**src/verilog/fmsc_regs.svh**
```systemverilog
// Register offsets, field positions, reset values and timing counts
// for the fan monitor status and configuration bank.
// Assumes it is included by bare name, once per compilation unit.
//
// Notes on behaviour
// - Config bit 6 selects two or four pulses
// - Fast bit: speed refresh 250ms, else 1s
// - Config bit 4 enables overtemp pin, else Hi-Z
// - Reserved: bit 3 reads one, 2:0 zero
// - Status read clears the clearable flags
// - Flags sticky until read, whether or not condition gone
// - Local flags re-set next monitoring cycle if persisting
// - Bit 7 set at or below local low
// - Bit 6 set at or above local high
// - Sensor fault: bit 5, overtemp pin, -128 data
// - Fault flag raises alert when enabled
// - Fault flag held until reset, read ignores
// - Bit 4 above remote limit, drives critical pin
// - Critical flag raises alert when enabled
// - Critical flag rearms 5 degrees below limit
// - Reset: status 0x00, config 0x08
`ifndef FMSC_REGS_SVH
`define FMSC_REGS_SVH

// Register offsets
`define FMSC_ADDR_ALARM_STATUS_ONE 8'h02
`define FMSC_ADDR_FAN_SPEED_COUNT_PIN_CONFIG 8'h04

// Reset values
`define FMSC_RST_ALARM_STATUS_ONE 8'h00
`define FMSC_RST_FAN_SPEED_COUNT_PIN_CONFIG 8'h08

// Alarm status field positions
`define FMSC_BIT_LOCAL_LOW 7
`define FMSC_BIT_LOCAL_HIGH 6
`define FMSC_BIT_SENSOR_FAIL 5
`define FMSC_BIT_REMOTE_CRIT 4

// Configuration field positions
`define FMSC_BIT_MODE_REQ 7
`define FMSC_BIT_PULSES_PER_REV 6
`define FMSC_BIT_FAST_UPDATE 5
`define FMSC_BIT_OVERTEMP_EN 4

// Reserved low nibble of the configuration register
`define FMSC_CFG_RSVD_VALUE 4'h8

// Forced remote reading on a failed sensor, -128 degrees
`define FMSC_FAIL_TEMP 8'h80

// Hysteresis before the critical flag rearms, degrees
`define FMSC_CRIT_HYST_DEG 9'sd5

// Clock rate and speed refresh periods
`define FMSC_CLK_HZ 20000000
`define FMSC_FAST_MS 250
`define FMSC_SLOW_MS 1000
`define FMSC_FAST_CYCLES ((`FMSC_CLK_HZ / 1000) * `FMSC_FAST_MS)
`define FMSC_SLOW_CYCLES ((`FMSC_CLK_HZ / 1000) * `FMSC_SLOW_MS)

`endif

```
**src/verilog/fmsc_pkg.sv**
```systemverilog
// Types shared by the fan monitor status and configuration bank.
// Assumes fmsc_regs.svh carries all numeric constants.
package fmsc_pkg;

	// One register byte
	typedef logic [7:0] fmsc_byte_t;

	// Temperature in whole degrees, two's complement
	typedef logic signed [7:0] fmsc_temp_t;

	// Refresh counter, wide enough for one second at 20 MHz
	typedef logic [24:0] fmsc_refresh_cnt_t;

endpackage

```
**src/verilog/fmsc_top.sv**
```systemverilog
// Alarm status one and tachometer/pin configuration registers of a
// temperature monitor, with their flag, pin and refresh logic.
// Assumes the serial bus engine, the converters and the limit
// registers sit on the same clock and hand us single-cycle strobes.
`timescale 1ns/1ps
`default_nettype none
`include "fmsc_regs.svh"

module fmsc_top
	import fmsc_pkg::*;
#(
	// Speed refresh periods in clock cycles, shortenable for simulation
	parameter int FAST_CYCLES = `FMSC_FAST_CYCLES,
	parameter int SLOW_CYCLES = `FMSC_SLOW_CYCLES
) (
	// Clock and reset
	input wire logic clock,
	input wire logic rstn,
	input wire logic soft_reset,

	// Register access from the bus engine
	input wire logic [7:0] reg_addr,
	input wire logic reg_wr,
	input wire logic reg_rd,
	input wire logic [7:0] reg_wdata,
	output logic [7:0] reg_rdata,

	// Monitoring results from the conversion logic
	input wire logic monitor_tick,
	input wire logic signed [7:0] local_temp,
	input wire logic signed [7:0] remote_temp,
	input wire logic remote_sensor_fault,

	// Limits and interrupt enables from neighbouring registers
	input wire logic signed [7:0] local_low_limit,
	input wire logic signed [7:0] local_high_limit,
	input wire logic signed [7:0] remote_crit_limit,
	input wire logic sensor_fail_irq_enable,
	input wire logic critical_irq_enable,

	// Fan speed measurement
	input wire logic [15:0] fan_raw_count,
	output logic [15:0] fan_speed_count,
	output logic fan_speed_refresh,
	output logic pulses_per_rev_select,

	// Remote temperature data as seen by software
	output logic [7:0] remote_temp_data,

	// Open-drain style pins: output level and enable
	output logic alert_n_o,
	output logic alert_n_oe,
	output logic critical_temp_pin_n_o,
	output logic critical_temp_pin_n_oe,
	output logic overtemp_pin_n_o,
	output logic overtemp_pin_n_oe
);

	// Address hits, decoded once
	logic hit_status; // Alarm status one selected
	logic hit_config; // Fan_speed_count/pin config selected
	logic status_read; // Clearing read of alarm status one
	logic config_write; // Software write to config

	// Configuration storage, upper writable nibble only
	logic [3:0] cfg_r;

	// Alarm flags
	logic local_low_flag_r;
	logic local_high_flag_r;
	logic remote_sensor_fail_flag_r;
	logic remote_critical_flag_r;
	logic crit_armed_r; // Critical flag may set again

	// Conditions seen on a monitoring cycle
	logic local_low_cond;
	logic local_high_cond;
	logic remote_crit_cond;
	logic remote_rearm_cond;
	logic signed [8:0] rearm_level;

	// Assembled register views
	fmsc_byte_t status_view;
	fmsc_byte_t config_view;

	// Speed refresh timer
	fmsc_refresh_cnt_t refresh_cnt_r;
	fmsc_refresh_cnt_t refresh_last;
	logic refresh_hit;

	// Pin drive levels
	logic alert_assert;
	logic overtemp_assert;

	// Address decoding, plain compare of the byte address
	always_comb begin
		hit_status = 1'b0;
		hit_config = 1'b0;
		if (reg_addr == `FMSC_ADDR_ALARM_STATUS_ONE) begin
			hit_status = 1'b1;
		end else if (reg_addr == `FMSC_ADDR_FAN_SPEED_COUNT_PIN_CONFIG) begin
			hit_config = 1'b1;
		end
	end

	assign status_read = reg_rd & hit_status;
	assign config_write = reg_wr & hit_config;

	// Limit comparisons, signed whole degrees
	assign local_low_cond = (local_temp <= local_low_limit);
	assign local_high_cond = (local_temp >= local_high_limit);
	assign remote_crit_cond = (remote_temp > remote_crit_limit);

	// Rearm level, widened so a limit near -128 cannot wrap
	assign rearm_level = 9'($signed({remote_crit_limit[7], remote_crit_limit}))
		- `FMSC_CRIT_HYST_DEG;
	assign remote_rearm_cond =
		($signed({remote_temp[7], remote_temp}) <= rearm_level);

	// Configuration register; low nibble is never stored
	always_ff @(posedge clock or negedge rstn) begin
		if (!rstn) begin
			// Upper nibble of the reset byte, cut to the stored width
			cfg_r <= 4'(`FMSC_RST_FAN_SPEED_COUNT_PIN_CONFIG >> 4);
		end else if (soft_reset) begin
			cfg_r <= 4'(`FMSC_RST_FAN_SPEED_COUNT_PIN_CONFIG >> 4);
		end else if (config_write) begin
			// Only bits 7:4 land; reserved writes are dropped
			cfg_r <= reg_wdata[7:4];
		end
	end

	// Config readback with the fixed reserved nibble
	assign config_view = {cfg_r, `FMSC_CFG_RSVD_VALUE};

	// Decoded configuration fields; bit 7 is only stored, the
	// host is expected to program it to one
	assign pulses_per_rev_select = config_view[`FMSC_BIT_PULSES_PER_REV];

	// Local low flag: set on a monitoring cycle, cleared by read
	always_ff @(posedge clock or negedge rstn) begin
		if (!rstn) begin
			local_low_flag_r <= 1'b0;
		end else if (soft_reset) begin
			local_low_flag_r <= 1'b0;
		end else if (monitor_tick && local_low_cond) begin
			// Set beats a read in the same cycle
			local_low_flag_r <= 1'b1;
		end else if (status_read) begin
			local_low_flag_r <= 1'b0;
		end
	end

	// Local high flag, same sticky behaviour
	always_ff @(posedge clock or negedge rstn) begin
		if (!rstn) begin
			local_high_flag_r <= 1'b0;
		end else if (soft_reset) begin
			local_high_flag_r <= 1'b0;
		end else if (monitor_tick && local_high_cond) begin
			local_high_flag_r <= 1'b1;
		end else if (status_read) begin
			local_high_flag_r <= 1'b0;
		end
	end

	// Sensor failure flag: reads never clear it, only resets do
	always_ff @(posedge clock or negedge rstn) begin
		if (!rstn) begin
			remote_sensor_fail_flag_r <= 1'b0;
		end else if (soft_reset) begin
			remote_sensor_fail_flag_r <= 1'b0;
		end else if (remote_sensor_fault) begin
			// Caught at once, not on the monitoring cycle
			remote_sensor_fail_flag_r <= 1'b1;
		end
	end

	// Remote critical flag; a clearing read disarms it until the
	// remote reading is at or below the hysteresis level on a monitoring cycle
	always_ff @(posedge clock or negedge rstn) begin
		if (!rstn) begin
			remote_critical_flag_r <= 1'b0;
		end else if (soft_reset) begin
			remote_critical_flag_r <= 1'b0;
		end else if (monitor_tick && remote_crit_cond && crit_armed_r) begin
			remote_critical_flag_r <= 1'b1;
		end else if (status_read) begin
			remote_critical_flag_r <= 1'b0;
		end
	end

	// Rearm tracking for the critical flag
	always_ff @(posedge clock or negedge rstn) begin
		if (!rstn) begin
			crit_armed_r <= 1'b1;
		end else if (soft_reset) begin
			crit_armed_r <= 1'b1;
		end else if (monitor_tick && remote_rearm_cond) begin
			// Cooled far enough; a fresh excursion may set again
			crit_armed_r <= 1'b1;
		end else if (status_read && remote_critical_flag_r &&
			!(monitor_tick && remote_crit_cond && crit_armed_r)) begin
			// Disarm only when the read really clears the flag
			crit_armed_r <= 1'b0;
		end
	end

	// Status readback; unused low bits belong to other logic
	always_comb begin
		status_view = `FMSC_RST_ALARM_STATUS_ONE;
		status_view[`FMSC_BIT_LOCAL_LOW] = local_low_flag_r;
		status_view[`FMSC_BIT_LOCAL_HIGH] = local_high_flag_r;
		status_view[`FMSC_BIT_SENSOR_FAIL] = remote_sensor_fail_flag_r;
		status_view[`FMSC_BIT_REMOTE_CRIT] = remote_critical_flag_r;
	end

	// Read data register; captures the value before any clear
	always_ff @(posedge clock or negedge rstn) begin
		if (!rstn) begin
			reg_rdata <= 8'h00;
		end else if (reg_rd) begin
			if (hit_status) begin
				reg_rdata <= status_view;
			end else if (hit_config) begin
				reg_rdata <= config_view;
			end else begin
				// Unmapped here: answer zero
				reg_rdata <= 8'h00;
			end
		end
	end

	// Remote data, forced to -128 while the sensor has failed
	always_ff @(posedge clock or negedge rstn) begin
		if (!rstn) begin
			remote_temp_data <= 8'h00;
		end else if (remote_sensor_fail_flag_r || remote_sensor_fault) begin
			remote_temp_data <= `FMSC_FAIL_TEMP;
		end else if (monitor_tick) begin
			remote_temp_data <= remote_temp;
		end
	end

	// Refresh period follows the fast bit; a mode change takes effect at
	// once, and a count already at or past the new end restarts on the next edge
	assign refresh_last = config_view[`FMSC_BIT_FAST_UPDATE] ?
		fmsc_refresh_cnt_t'(FAST_CYCLES - 1) :
		fmsc_refresh_cnt_t'(SLOW_CYCLES - 1);
	assign refresh_hit = (refresh_cnt_r >= refresh_last);

	// Free-running refresh divider
	always_ff @(posedge clock or negedge rstn) begin
		if (!rstn) begin
			refresh_cnt_r <= '0;
		end else if (refresh_hit || soft_reset) begin
			refresh_cnt_r <= '0;
		end else begin
			refresh_cnt_r <= refresh_cnt_r + 25'h000_0001;
		end
	end

	// One-cycle refresh strobe and latched speed reading
	always_ff @(posedge clock or negedge rstn) begin
		if (!rstn) begin
			fan_speed_refresh <= 1'b0;
			fan_speed_count <= 16'h0000;
		end else begin
			fan_speed_refresh <= refresh_hit && !soft_reset;
			if (refresh_hit && !soft_reset) begin
				fan_speed_count <= fan_raw_count;
			end
		end
	end

	// Alert pulled low for either enabled alarm source
	assign alert_assert = (remote_sensor_fail_flag_r && sensor_fail_irq_enable)
		|| (remote_critical_flag_r && critical_irq_enable);

	// Overtemp pin asserted on sensor failure or critical excursion
	assign overtemp_assert = remote_sensor_fail_flag_r || remote_critical_flag_r;

	// Pin drivers, registered so they never glitch
	always_ff @(posedge clock or negedge rstn) begin
		if (!rstn) begin
			alert_n_oe <= 1'b0;
			critical_temp_pin_n_oe <= 1'b0;
			overtemp_pin_n_oe <= 1'b0;
		end else begin
			alert_n_oe <= alert_assert;
			critical_temp_pin_n_oe <= remote_critical_flag_r;
			// Disabled pin floats whatever the alarm state
			overtemp_pin_n_oe <= config_view[`FMSC_BIT_OVERTEMP_EN]
				&& overtemp_assert;
		end
	end

	// Open-drain pins only ever drive low
	assign alert_n_o = 1'b0;
	assign critical_temp_pin_n_o = 1'b0;
	assign overtemp_pin_n_o = 1'b0;

endmodule
`default_nettype wire

```
**config.mk**
```make
export PLATFORM = sky130hd
export DESIGN_NAME = fmsc_top
export DESIGN_NICKNAME = d
export VERILOG_FILES = /design/src/verilog/fmsc_pkg.sv /design/src/verilog/fmsc_top.sv
export VERILOG_INCLUDE_DIRS = /design/src /design/src/verilog
export SDC_FILE = /design/constraint.sdc
export NUM_CORES = 1
export LEC_CHECK = 0
export BUFFER_PORTS_ARGS = -buffer_cell sky130_fd_sc_hd__buf_4
export CAP_MARGIN = 20
export CORE_AREA = 3 3 95 97
export CTS_BUF_LIST = sky130_fd_sc_hd__clkbuf_16
export CTS_CLUSTER_DIAMETER = 50
export DETAILED_ROUTE_END_ITERATION = 8
export DIE_AREA = 0 0 98 100
export GPL_TIMING_DRIVEN = 0
export PLACE_DENSITY = 0.81
export SETUP_SLACK_MARGIN = 0.3
export SLEW_MARGIN = 20
export SYNTH_ARGS = -nofsm -noshare
export SYNTH_HDL_FRONTEND = slang
export SYNTH_SLANG_ARGS = --single-unit
```
**constraint.sdc**
```tcl
create_clock -name clock -period 7.64 [get_ports clock]
set_input_delay 1.528 -clock clock [delete_from_list [all_inputs] [get_ports clock]]
set_output_delay 1.528 -clock clock [all_outputs]
set_load 0.02 [all_outputs]
```
Word level (Yosys, flattened, before mapping)
Cells that the tools add are included.

Register bits after elaboration: 70. Bits of input ports: 81. Output and inout port bits: 40. Logic and storage cells: 72.

Add/sub/neg operators: 2. Order comparisons: 5. Eq/ne operators: 2. Muxes and demuxes: 23. Bitwise operators: 2. Reductions and logical operators: 24.

Operators with widths (number): 25-bit two-way mux (2); 8-bit two-way mux (4); 25-bit by 1-bit adder with 25-bit output (second input constant) (1); 25-bit greater-or-equal comparator (1); 1-bit two-way mux (15); 3-bit nonzero test (4); 1-bit logical AND (11); 8-bit by 9-bit <= comparator with 1-bit output (1); 8-bit by 4-bit subtractor with 9-bit output (second input constant) (1); 8-bit by 2-bit equality test with 1-bit output (second input constant) (1); 8-bit by 3-bit equality test with 1-bit output (second input constant) (1); 8-bit greater-or-equal comparator (1); 8-bit greater-than comparator (1); 8-bit <= comparator (1); 4-bit two-way mux (2); 2-bit nonzero test (3); 1-bit logical OR (4); 1-bit bitwise AND (2); 1-bit zero test (2).

Logic depth before layout (Yosys ltp)
Gate-level depths: netlist (run 1).

Word-level depth: 8. Gate-level depth with buffers: 12. Depth with buffers taken out: 12.

Worst setup path after synthesis (run 1)
Ideal clock, no wire load.

Kind: input to register. From: input port remote_crit_limit[0]. To: register crit_armed_r. Setup time: 86 ps. Data arrival time: 3201 ps. Required time: 7554 ps. Path slack: 4353 ps. Stages: 10. Path buffers: 0. Cells stage by stage: inv_1 ha_1 nor2_1 nor4_1 a21oi_1 ha_1 nand2_1 o221ai_1 a31oi_1 a2111o_1.

Cells in the longest elaborated chain, start to end: 6. Elaborated cells between the ends (all ways): 11. Those cells by class: add/sub (1); order compare (2); mux (2); reduce/logical (6).

RTL lines: start, declared (line fmsc_top.sv:37) `input wire logic signed [7:0] remote_crit_limit,`; branches (longest 6 deep; another with 8-bit by 4-bit subtractor with 9-bit output); end signal, assigned (line fmsc_top.sv:198) `crit_armed_r <= 1'b1;`; end signal, assigned (line fmsc_top.sv:201) `crit_armed_r <= 1'b1;`; end signal, assigned (line fmsc_top.sv:205) `crit_armed_r <= 1'b0;`; end, declared (line fmsc_top.sv:73) `logic crit_armed_r;`.

Several ways; the timed one is not identified. A chain may end at the register's enable or synchronous reset.

Worst setup path after layout (run 1)
Ends and elaborated chain as after synthesis.

==> key figures, run 1 <==
Run status
  – Status: completed

Min path
  – Hold Path Class: flop to flop
  – Worst Hold Depth: 1

Critical path
  – R2R Setup Slk: 4.56 ns
  – Worst EP arrival: 3.55 ns
  – Worst Reg-to-Reg Cells: 9
  – Crit Path Class: input port to flop
  – Crit end category: flop
  – Crit path max fanout: 3
  – Required time of the critical path: 7.89 ns
  – Startpoint Class: input port

Clocking
  – Max Root-Sink Buffers: 2
  – CTS tree: yes
  – Cts bufs inserted: 9
  – Root Driver: clkbuf_16
  – Clock latency at the later pin of the worst-skew pair: 0.33 ns
  – Hold-fix buffers at CTS: 0
  – H-tree depth: 3
  – Clk pin slew, worst setup/hold paths: 0.06 ns
  – Postcts setup bufs: 0
  – Post-cts resize count: 0
  – CTS Sinks: 67

Finish
  – Area growth, synth to finish: 31.08%
  – Antenna cells: 0
  – Share of layout cells above drive strength 1: 29.47%
  – Finished Cell Area: 5398 µm²
  – Final nets: 668

Logic synthesis
  – Mapped Avg Cell Area: 9.994 µm²
  – Count leader, synth: dfrtp_1
  – Synth Instances: 412
  – Async SR Flop Fraction: 100.0%
  – Synth top area cells: dfrtp_1 40%, ha_1 15%, nor2_1 5.4%, mux2_2 4.4%, xnor2_1 3.8%
  – Seq/Total Area, Yosys: 40.75%
  – Leading area contributor after synthesis: dfrtp_1
  – Prevailing post-synth register cell: dfrtp_1
  – EDFF count, synth: 0
  – Synth warnings: 0
  – Share of the synthesized area in the top cell type: 40.11%
  – Yosys cell types: 53
  – Top cells by instance count after synthesis: 66 x dfrtp_1, 59 x nor2_1, 49 x ha_1, 35 x inv_1, 21 x nand2_1
  – Count of state elements after synthesis: 67
  – Area of the mapped netlist: 4118 µm²

Global route
  – Vias in the first global route: 3557
  – Largest net degree at the start of global routing: 68
  – Initial antenna violation count: 0
  – GRT Total Usage: 21.03%
  – Grt ovf: 0
  – First-pass GRT wire length: 16600 µm

Floorplan
  – Die footprint: 9800 µm²
  – Die Span X: 98 µm
  – IO Count: 121
  – Row count: 33
  – Initial core utilization: 50.11%
  – Core Area: 8217 µm²
  – Die height: 100 µm

Pwr
  – Sw power: 0.0002418 W
  – Leak: 2.848 nW
  – Clock group share of total power: 45.1%
  – Cell Pwr Density: 173.2 nW/µm²
  – Switching Fraction: 25.86%
  – Sequential Power Share: 39.9%
  – Maximum VDD drop: 125.6 µV
  – Logic pwr share: 15.1%
  – Power Internal: 0.0006933 W

Route
  – Initial DRC count: 159
  – DR vias/cell: 5.327
  – DR pass1 iterations: 6
  – Routed WL per cell: 15.49 µm
  – Final ANT Viol Nets: 0
  – Final wirelength: 10040 µm
  – Number of remaining DRC errors: 0
  – DR vias: 3452

Placement
  – Post-DP HPWL: 7691 µm
  – IO Port Bufs: 110
  – GP Congestion: 0.8556
  – Placed cell areas: 5094 µm²

Run
  – Max-cap violations: 0

Timing
  – Setup TNS: 0 ns
  – Setup Viol. Count Final: 0
  – Worst-margin pin slew: 0.8256 ns
  – Slew Viols, Final: 0
  – Fin Clk Skew: 0.01130 ns
  – Final min period: 3.299 ns
  – RSZ-0062 raised after global routing: no
  – Fmax: 0.3031 GHz
  – Period utilization: 43.18%
  – Slew HR: 44.96%
  – Fin. Hold Viols: 0
==> layout make-up <==
class | instances | area (µm²)
Timing Repair Buffer | 110 | 825.8
Fill cell | 654 | 2819
Clock inverter | 7 | 78.83
Tap cell | 105 | 131.4
Multi-Input combinational cell | 301 | 2246
Inverter | 35 | 131.4
Sequential cell | 67 | 1678
Clock buffer | 9 | 225.2
Buffer | 14 | 81.33
==> final timing paths <==
kind | to | startpoint
min in group asynchronous | fan_speed_count[1]$_DFFE_PN0P_ | rstn
worst max register to register | fan_speed_count[15]$_DFFE_PN0P_ | cfg_r[1]$_DFFE_PN0P_
worst max-delay path | crit_armed_r$_DFFE_PN1P_ | remote_crit_limit[0]
worst min register to register | refresh_cnt_r[0]$_DFF_PN0_ | refresh_cnt_r[0]$_DFF_PN0_
max in group asynchronous | remote_critical_flag_r$_DFFE_PN0P_ | rstn
worst min-delay path | refresh_cnt_r[0]$_DFF_PN0_ | refresh_cnt_r[0]$_DFF_PN0_
==> registers in the layout (all words and copies together), names as in the netlist <==
name and count:
refresh_cnt_r 25, alert_n_oe 1, remote_sensor_fail_flag_r 1, reg_rdata 5, local_high_flag_r 1, fan_speed_count 16
remote_critical_flag_r 1, cfg_r 4, critical_temp_pin_n_oe 1, overtemp_pin_n_oe 1, local_low_flag_r 1, crit_armed_r 1
remote_temp_data 8, fan_speed_refresh 1
==> worst max-delay path: stages <==
cell and delay, ns:
buf_4 0.12, inv_1 0.08, ha_1 0.18, nor2_1 0.07, nor4_1 0.36, xnor2_1 0.12, ha_1 0.31, nand3_1 0.11
o221ai_1 0.17, a31oi_1 0.12, a2111o_1 0.38
==> stage by stage <==
step           power (W)  hold slack, ns  utilization (%)  instances  setup slack, ns
2_1_floorplan  0.0004490          0.4076                -        417            4.353
3_3_place_gp   0.0005129          0.4342            61.99        632            4.053
3_5_place_dp   0.0005190          0.4503            61.99        632            4.033
4_1_cts        0.0009425          0.4585            65.69        648            4.365
5_1_grt        0.0009773          0.4938            65.69        648            4.171
6_report       0.0009351          0.4716            65.69        648            4.341
==> layer usage <==
layer  part of all wire (%)  vias up  global-route usage, %
met2                     52      109                  37.33
li1                       -     1672                      -
met5                      0        -                      0
met1                     40     1653                  24.32
met3                    6.1       18                  5.073
met4                    2.2        0                  8.839
==> cells in the final DEF (no fill, tap or decap), types with 2 or more instances in the layout <==
| master | instances |
|---|---|
| dfrtp_1 | 66 |
| nor2_1 | 59 |
| xor2_1 | 11 |
| a21oi_1 | 10 |
| o21ai_0 | 8 |
| ha_1 | 49 |
| o21a_1 | 2 |
| o221ai_1 | 3 |
| nand2b_1 | 4 |
| inv_6 | 4 |
| or3_1 | 3 |
| mux2_2 | 16 |
| nor2b_1 | 2 |
| a31oi_1 | 2 |
| nand2_1 | 21 |
| a211oi_1 | 3 |
| and3_1 | 4 |
| nor3_1 | 4 |
| clkbuf_1 | 4 |
| buf_2 | 2 |
| a21o_1 | 11 |
| a22oi_1 | 3 |
| and2_1 | 2 |
| inv_1 | 35 |
| a211o_1 | 3 |
| mux2i_1 | 12 |
| conb_1 | 6 |
| buf_4 | 117 |
| nand4b_1 | 6 |
| nand4_1 | 8 |
| xnor2_1 | 18 |
| clkbuf_16 | 9 |
| nand3_1 | 11 |
==> logic make-up after synthesis <==
family | count (synthesis) | share of synthesized area, %
other | 1 | 0.09107
XOR/XNOR | 29 | 6.168
multiplexers | 28 | 7.293
AO/OA/AOI/OAI | 56 | 9.572
AND/OR/NAND/NOR | 133 | 16.07
buffers and inverters | 49 | 5.166
flip-flops | 67 | 40.75
adder cells (fa/ha/maj) | 49 | 14.89
==> power groups by stage <==
stage	sequential [W]	combinational [W]	clock [W]
floorplan	0.000387	0.0000621	0
global placement	0.000378	0.000135	0
detailed placement	0.000379	0.000140	0
CTS	0.000373	0.000142	0.000428
global route	0.000374	0.000157	0.000446
finish	0.000373	0.000141	0.000421
No activity file was read; power rests on OpenSTA's default activity.
==> run 2, diff against run 1 <==
- ABC_AREA: not set -> 1
- CORE_AREA: 3 3 95 97 -> 3 3 102 104
- DIE_AREA: 0 0 98 100 -> 0 0 105 107
- PLACE_DENSITY: 0.81 -> 0.8
- clock period: 7.64 -> 2.84 ns (I/O delays scaled with it)
==> run 2 against run 1 <==
Against the previous run: sequential share of layout area fell by 2.7 points; synthesized area increased by 9.7%; non-clock buffer count increased by 9; combinational power grew to 2.5 times the previous value; critical path type unchanged; largest cell class unchanged.
==> key figures, run 2 <==
Route
  – DR vias: 4322 (was 3452)
  – DR vias/cell: 4.991 (was 5.327)
  – DR pass1 iterations: 5 (was 6)
  – Routed WL per cell: 13.92 µm (was 15.49 µm)
  – Wire length on met1: 4968 µm (was 4000 µm)
  – Routed met3 length: 594 µm (was 608 µm)
  – Initial DRC count: 224 (was 159)
  – Met2 WL: 6111 µm (was 5209 µm)
  – Final ANT Viol Nets: 0 (unchanged)
  – Number of remaining DRC errors: 0 (unchanged)
  – DR top layer: met4 (unchanged)
  – Final wirelength: 12050 µm (was 10040 µm)

Pwr
  – Clock group share of total power: 47.4% (was 45.1%)
  – Sequential Power Share: 38.6% (was 39.9%)
  – Sw power: 0.0006468 W (was 0.0002418 W)
  – Power Internal: 0.001912 W (was 0.0006933 W)
  – Logic pwr share: 14.0% (was 15.1%)
  – Switching Fraction: 25.28% (was 25.86%)
  – Leak: 3.214 nW (was 2.848 nW)
  – Maximum VDD drop: 289.8 µV (was 125.6 µV)
  – Cell Pwr Density: 432.6 nW/µm² (was 173.2 nW/µm²)

Critical path
  – CP max stage delay: 0.31 ns (was 0.38 ns)
  – Worst EP arrival: 2.57 ns (was 3.55 ns)
  – Crit-path leading delay family: simple AND/OR/NAND/NOR gates (was compound AO/OA/AOI/OAI gates)
  – R2R Setup Slk: 0.57 ns (was 4.56 ns)
  – Crit end category: flop (unchanged)
  – CP most frequent cell: nand2_1 (was ha_1)
  – CP bufs+invs: 2 (unchanged)
  – Slowest CP cell: or2_2 (was a2111o_1)
  – Crit Path Class: input port to flop (unchanged)
  – CP cell instances: buf_4 -> inv_1 -> ha_1 -> or2_2 -> nand2_1 -> nor3_1 -> xor2_1 -> ha_1 -> a21oi_1 -> nor2_1 -> nor2_1 -> nand3_1 -> o21ai_0 -> nand2_1 -> nand2_1 (was buf_4 -> inv_1 -> ha_1 -> nor2_1 -> nor4_1 -> xnor2_1 -> ha_1 -> nand3_1 -> o221ai_1 -> a31oi_1 -> a2111o_1)
  – Crit path max fanout: 3 (unchanged)
  – Required time of the critical path: 3.12 ns (was 7.89 ns)
  – Startpoint Class: input port (unchanged)

Finish
  – Regs by FF count: refresh_cnt_r x25, fan_speed_count x16, remote_temp_data x8 (unchanged)
  – Area growth, synth to finish: 30.91% (was 31.08%)
  – Top reg by flops: refresh_cnt_r (unchanged)
  – Most frequent cells in the layout: 149 x nand2_1, 124 x buf_4, 80 x nor2_1, 72 x inv_1, 65 x dfrtp_1 (was 117 x buf_4, 66 x dfrtp_1, 59 x nor2_1, 49 x ha_1, 35 x inv_1)
  – Most common cell after layout, fill and taps aside: nand2_1 (was buf_4)
  – Antenna cells: 0 (unchanged)
  – Share of layout cells above drive strength 1: 22.10% (was 29.47%)
  – Max reg flops: 25 (unchanged)
  – Non-filler cells, final: 866 (was 648)
  – Final nets: 858 (was 668)

Clocking
  – Max Root-Sink Buffers: 2 (unchanged)
  – Clock latency at the later pin of the worst-skew pair: 0.33 ns (about the same)
  – CTS tree: yes (unchanged)
  – Root Driver: clkbuf_16 (unchanged)
  – H-tree depth: 3 (unchanged)
  – Cts bufs inserted: 9 (unchanged)
  – Clk pin slew, worst setup/hold paths: 0.06 ns (about the same)
  – Hold-fix buffers at CTS: 0 (unchanged)
  – CTS Sinks: 67 (unchanged)

Logic synthesis
  – Prevailing post-synth register cell: dfrtp_1 (unchanged)
  – Mapped Avg Cell Area: 7.593 µm² (was 9.994 µm²)
  – Synth warnings: 0 (unchanged)
  – Synth Instances: 595 (was 412)
  – Synth top area cells: dfrtp_1 37%, ha_1 14%, nand2_1 12%, nor2_1 6.6%, inv_1 6.1% (was dfrtp_1 40%, ha_1 15%, nor2_1 5.4%, mux2_2 4.4%, xnor2_1 3.8%)
  – Share of the synthesized area in the top cell type: 36.55% (was 40.11%)
  – Yosys cell types: 36 (was 53)
  – Count of state elements after synthesis: 67 (unchanged)
  – Leading area contributor after synthesis: dfrtp_1 (unchanged)
  – Area of the mapped netlist: 4518 µm² (was 4118 µm²)
  – Top cells by instance count after synthesis: 149 x nand2_1, 80 x nor2_1, 73 x inv_1, 66 x dfrtp_1, 49 x ha_1 (was 66 x dfrtp_1, 59 x nor2_1, 49 x ha_1, 35 x inv_1, 21 x nand2_1)
  – EDFF count, synth: 0 (unchanged)
  – Seq/Total Area, Yosys: 37.14% (was 40.75%)
  – Async SR Flop Fraction: 100.0% (unchanged)
  – Count leader, synth: nand2_1 (was dfrtp_1)

Global route
  – GRT Total Usage: 22.10% (was 21.03%)
  – Grt ovf: 0 (unchanged)
  – Vias in the first global route: 4393 (was 3557)
  – First-pass GRT wire length: 20240 µm (was 16600 µm)
  – Initial antenna violation count: 0 (unchanged)
  – Largest net degree at the start of global routing: 68 (unchanged)

Timing
  – Slew Viols, Final: 0 (unchanged)
  – Worst-margin pin slew: 0.8426 ns (was 0.8256 ns)
  – Final min period: 2.291 ns
  – Setup TNS: 0 ns (unchanged)
  – Setup WS post-layout: 0.5488 ns (was 4.341 ns)
  – Period utilization: 80.68%
  – Slew HR: 43.83% (was 44.96%)
  – Fmax: 0.4364 GHz
  – RSZ-0062 raised after global routing: no (unchanged)
  – Fin Clk Skew: 0.007990 ns (was 0.01130 ns)
  – Setup Viol. Count Final: 0 (unchanged)
  – Fin. Hold Viols: 0 (unchanged)

Floorplan
  – IO Count: 121 (unchanged)
  – Core Area: 9639 µm² (was 8217 µm²)
  – Die footprint: 11240 µm² (was 9800 µm²)
  – Die Span X: 105 µm (was 98 µm)
  – Initial core utilization: 46.87% (was 50.11%)
  – Die height: 107 µm (was 100 µm)
  – Row count: 36 (was 33)

Placement
  – Post-DP HPWL: 9435 µm (was 7691 µm)
  – Worst Setup Slack post-DPL: 0.2176 ns (was 4.033 ns)
  – IO Port Bufs: 110 (unchanged)
  – GP Congestion: 0.9765 (was 0.8556)
  – Dpl cells: 843 (was 632)

Run
  – Max-cap violations: 0 (unchanged)

Min path
  – Hold Path Class: input port to asynchronous set/reset pin (was flop to flop)

Run status
  – Status: completed (unchanged)
-- run 2: cell types whose count changed after synthesis, moves of 6 or more --
cell and delta:
nand2_1 +128, inv_1 +38, nand3_1 +37, nor2_1 +21
mux2_2 -16, a21oi_1 +12, mux2i_1 -12, nor3_1 +11
xnor2_1 -11, a21o_1 -10, xor2_1 +7, nand4b_1 -6
-- run 2: stage by stage --
step / utilization (%) / total power, W / hold slack [ns] / area, µm²
floorplan: - / 0.001185 / 0.2724 / 4537
global placement: 57.36 / 0.001346 / 0.4605 / 5529
detailed placement: 57.36 / 0.001361 / 0.4607 / 5529
CTS: 60.75 / 0.002574 / 0.3889 / 5856
global route: 61.36 / 0.002665 / 0.4297 / 5914
finish: 61.36 / 0.002559 / 0.3282 / 5914
-- run 2: final cells by class --
cell class | instances | area, µm²
multi-input cells | 443 | 2476
inverters | 74 | 281.5
clock buffers | 9 | 225.2
plain buffers | 16 | 107.6
well taps | 133 | 166.4
repair buffers | 117 | 878.3
flip-flops and latches | 67 | 1679
clock inverters | 7 | 100.1
fillers | 883 | 3725
-- run 2: kinds of logic (layout without fill, tap and decap cells) --
kind of cell | count (synthesis) | in the layout | share of synthesized area, %
compound gates | 43 | 43 | 5.262
xor+xnor | 25 | 25 | 4.846
fa+ha+maj | 49 | 49 | 13.57
buf+inv | 90 | 223 | 8.474
flops | 67 | 67 | 37.14
other cells | 1 | 6 | 0.08300
simple gates | 320 | 320 | 30.63
-- run 2: worst paths after layout --
check                                                 end  cells past startpoint                      startpoint
max in group asynchronous            cfg_r[1]$_DFFE_PN0P_                      1                            rstn
max reg2reg                   refresh_cnt_r[14]$_DFF_PN0_                     11            cfg_r[1]$_DFFE_PN0P_
min                            refresh_cnt_r[0]$_DFF_PN0_                      1                            rstn
min reg2reg                fan_speed_count[6]$_DFFE_PN0P_                      2  fan_speed_count[6]$_DFFE_PN0P_
max                              crit_armed_r$_DFFE_PN1P_                     15            remote_crit_limit[0]
min in group clock                   cfg_r[0]$_DFFE_PN0P_                      3                    reg_wdata[4]
-- run 2: power by group through the flow --
stage                     clock [W]  sequential, W  combinational [W]
after CTS                   0.00123       0.000988           0.000359
final                       0.00121       0.000987           0.000358
after floorplan                   0        0.00101           0.000171
after detailed placement          0        0.00100           0.000357
after global placement            0        0.00100           0.000342
after global routing        0.00127       0.000990           0.000408
-- run 2: routing by layer --
metal,global-route usage (%),vias up
li1,-,2162
met1,25.94,2009
met5,0,-
met3,4.275,34
met2,39.37,117
met4,9.466,0
-- run 2: what timing repair did --
item	in CTS	in global routing
pin swaps	0	0
setup buffers	0	7
setup endpoints to repair	15	30
gates resized for setup	1	2
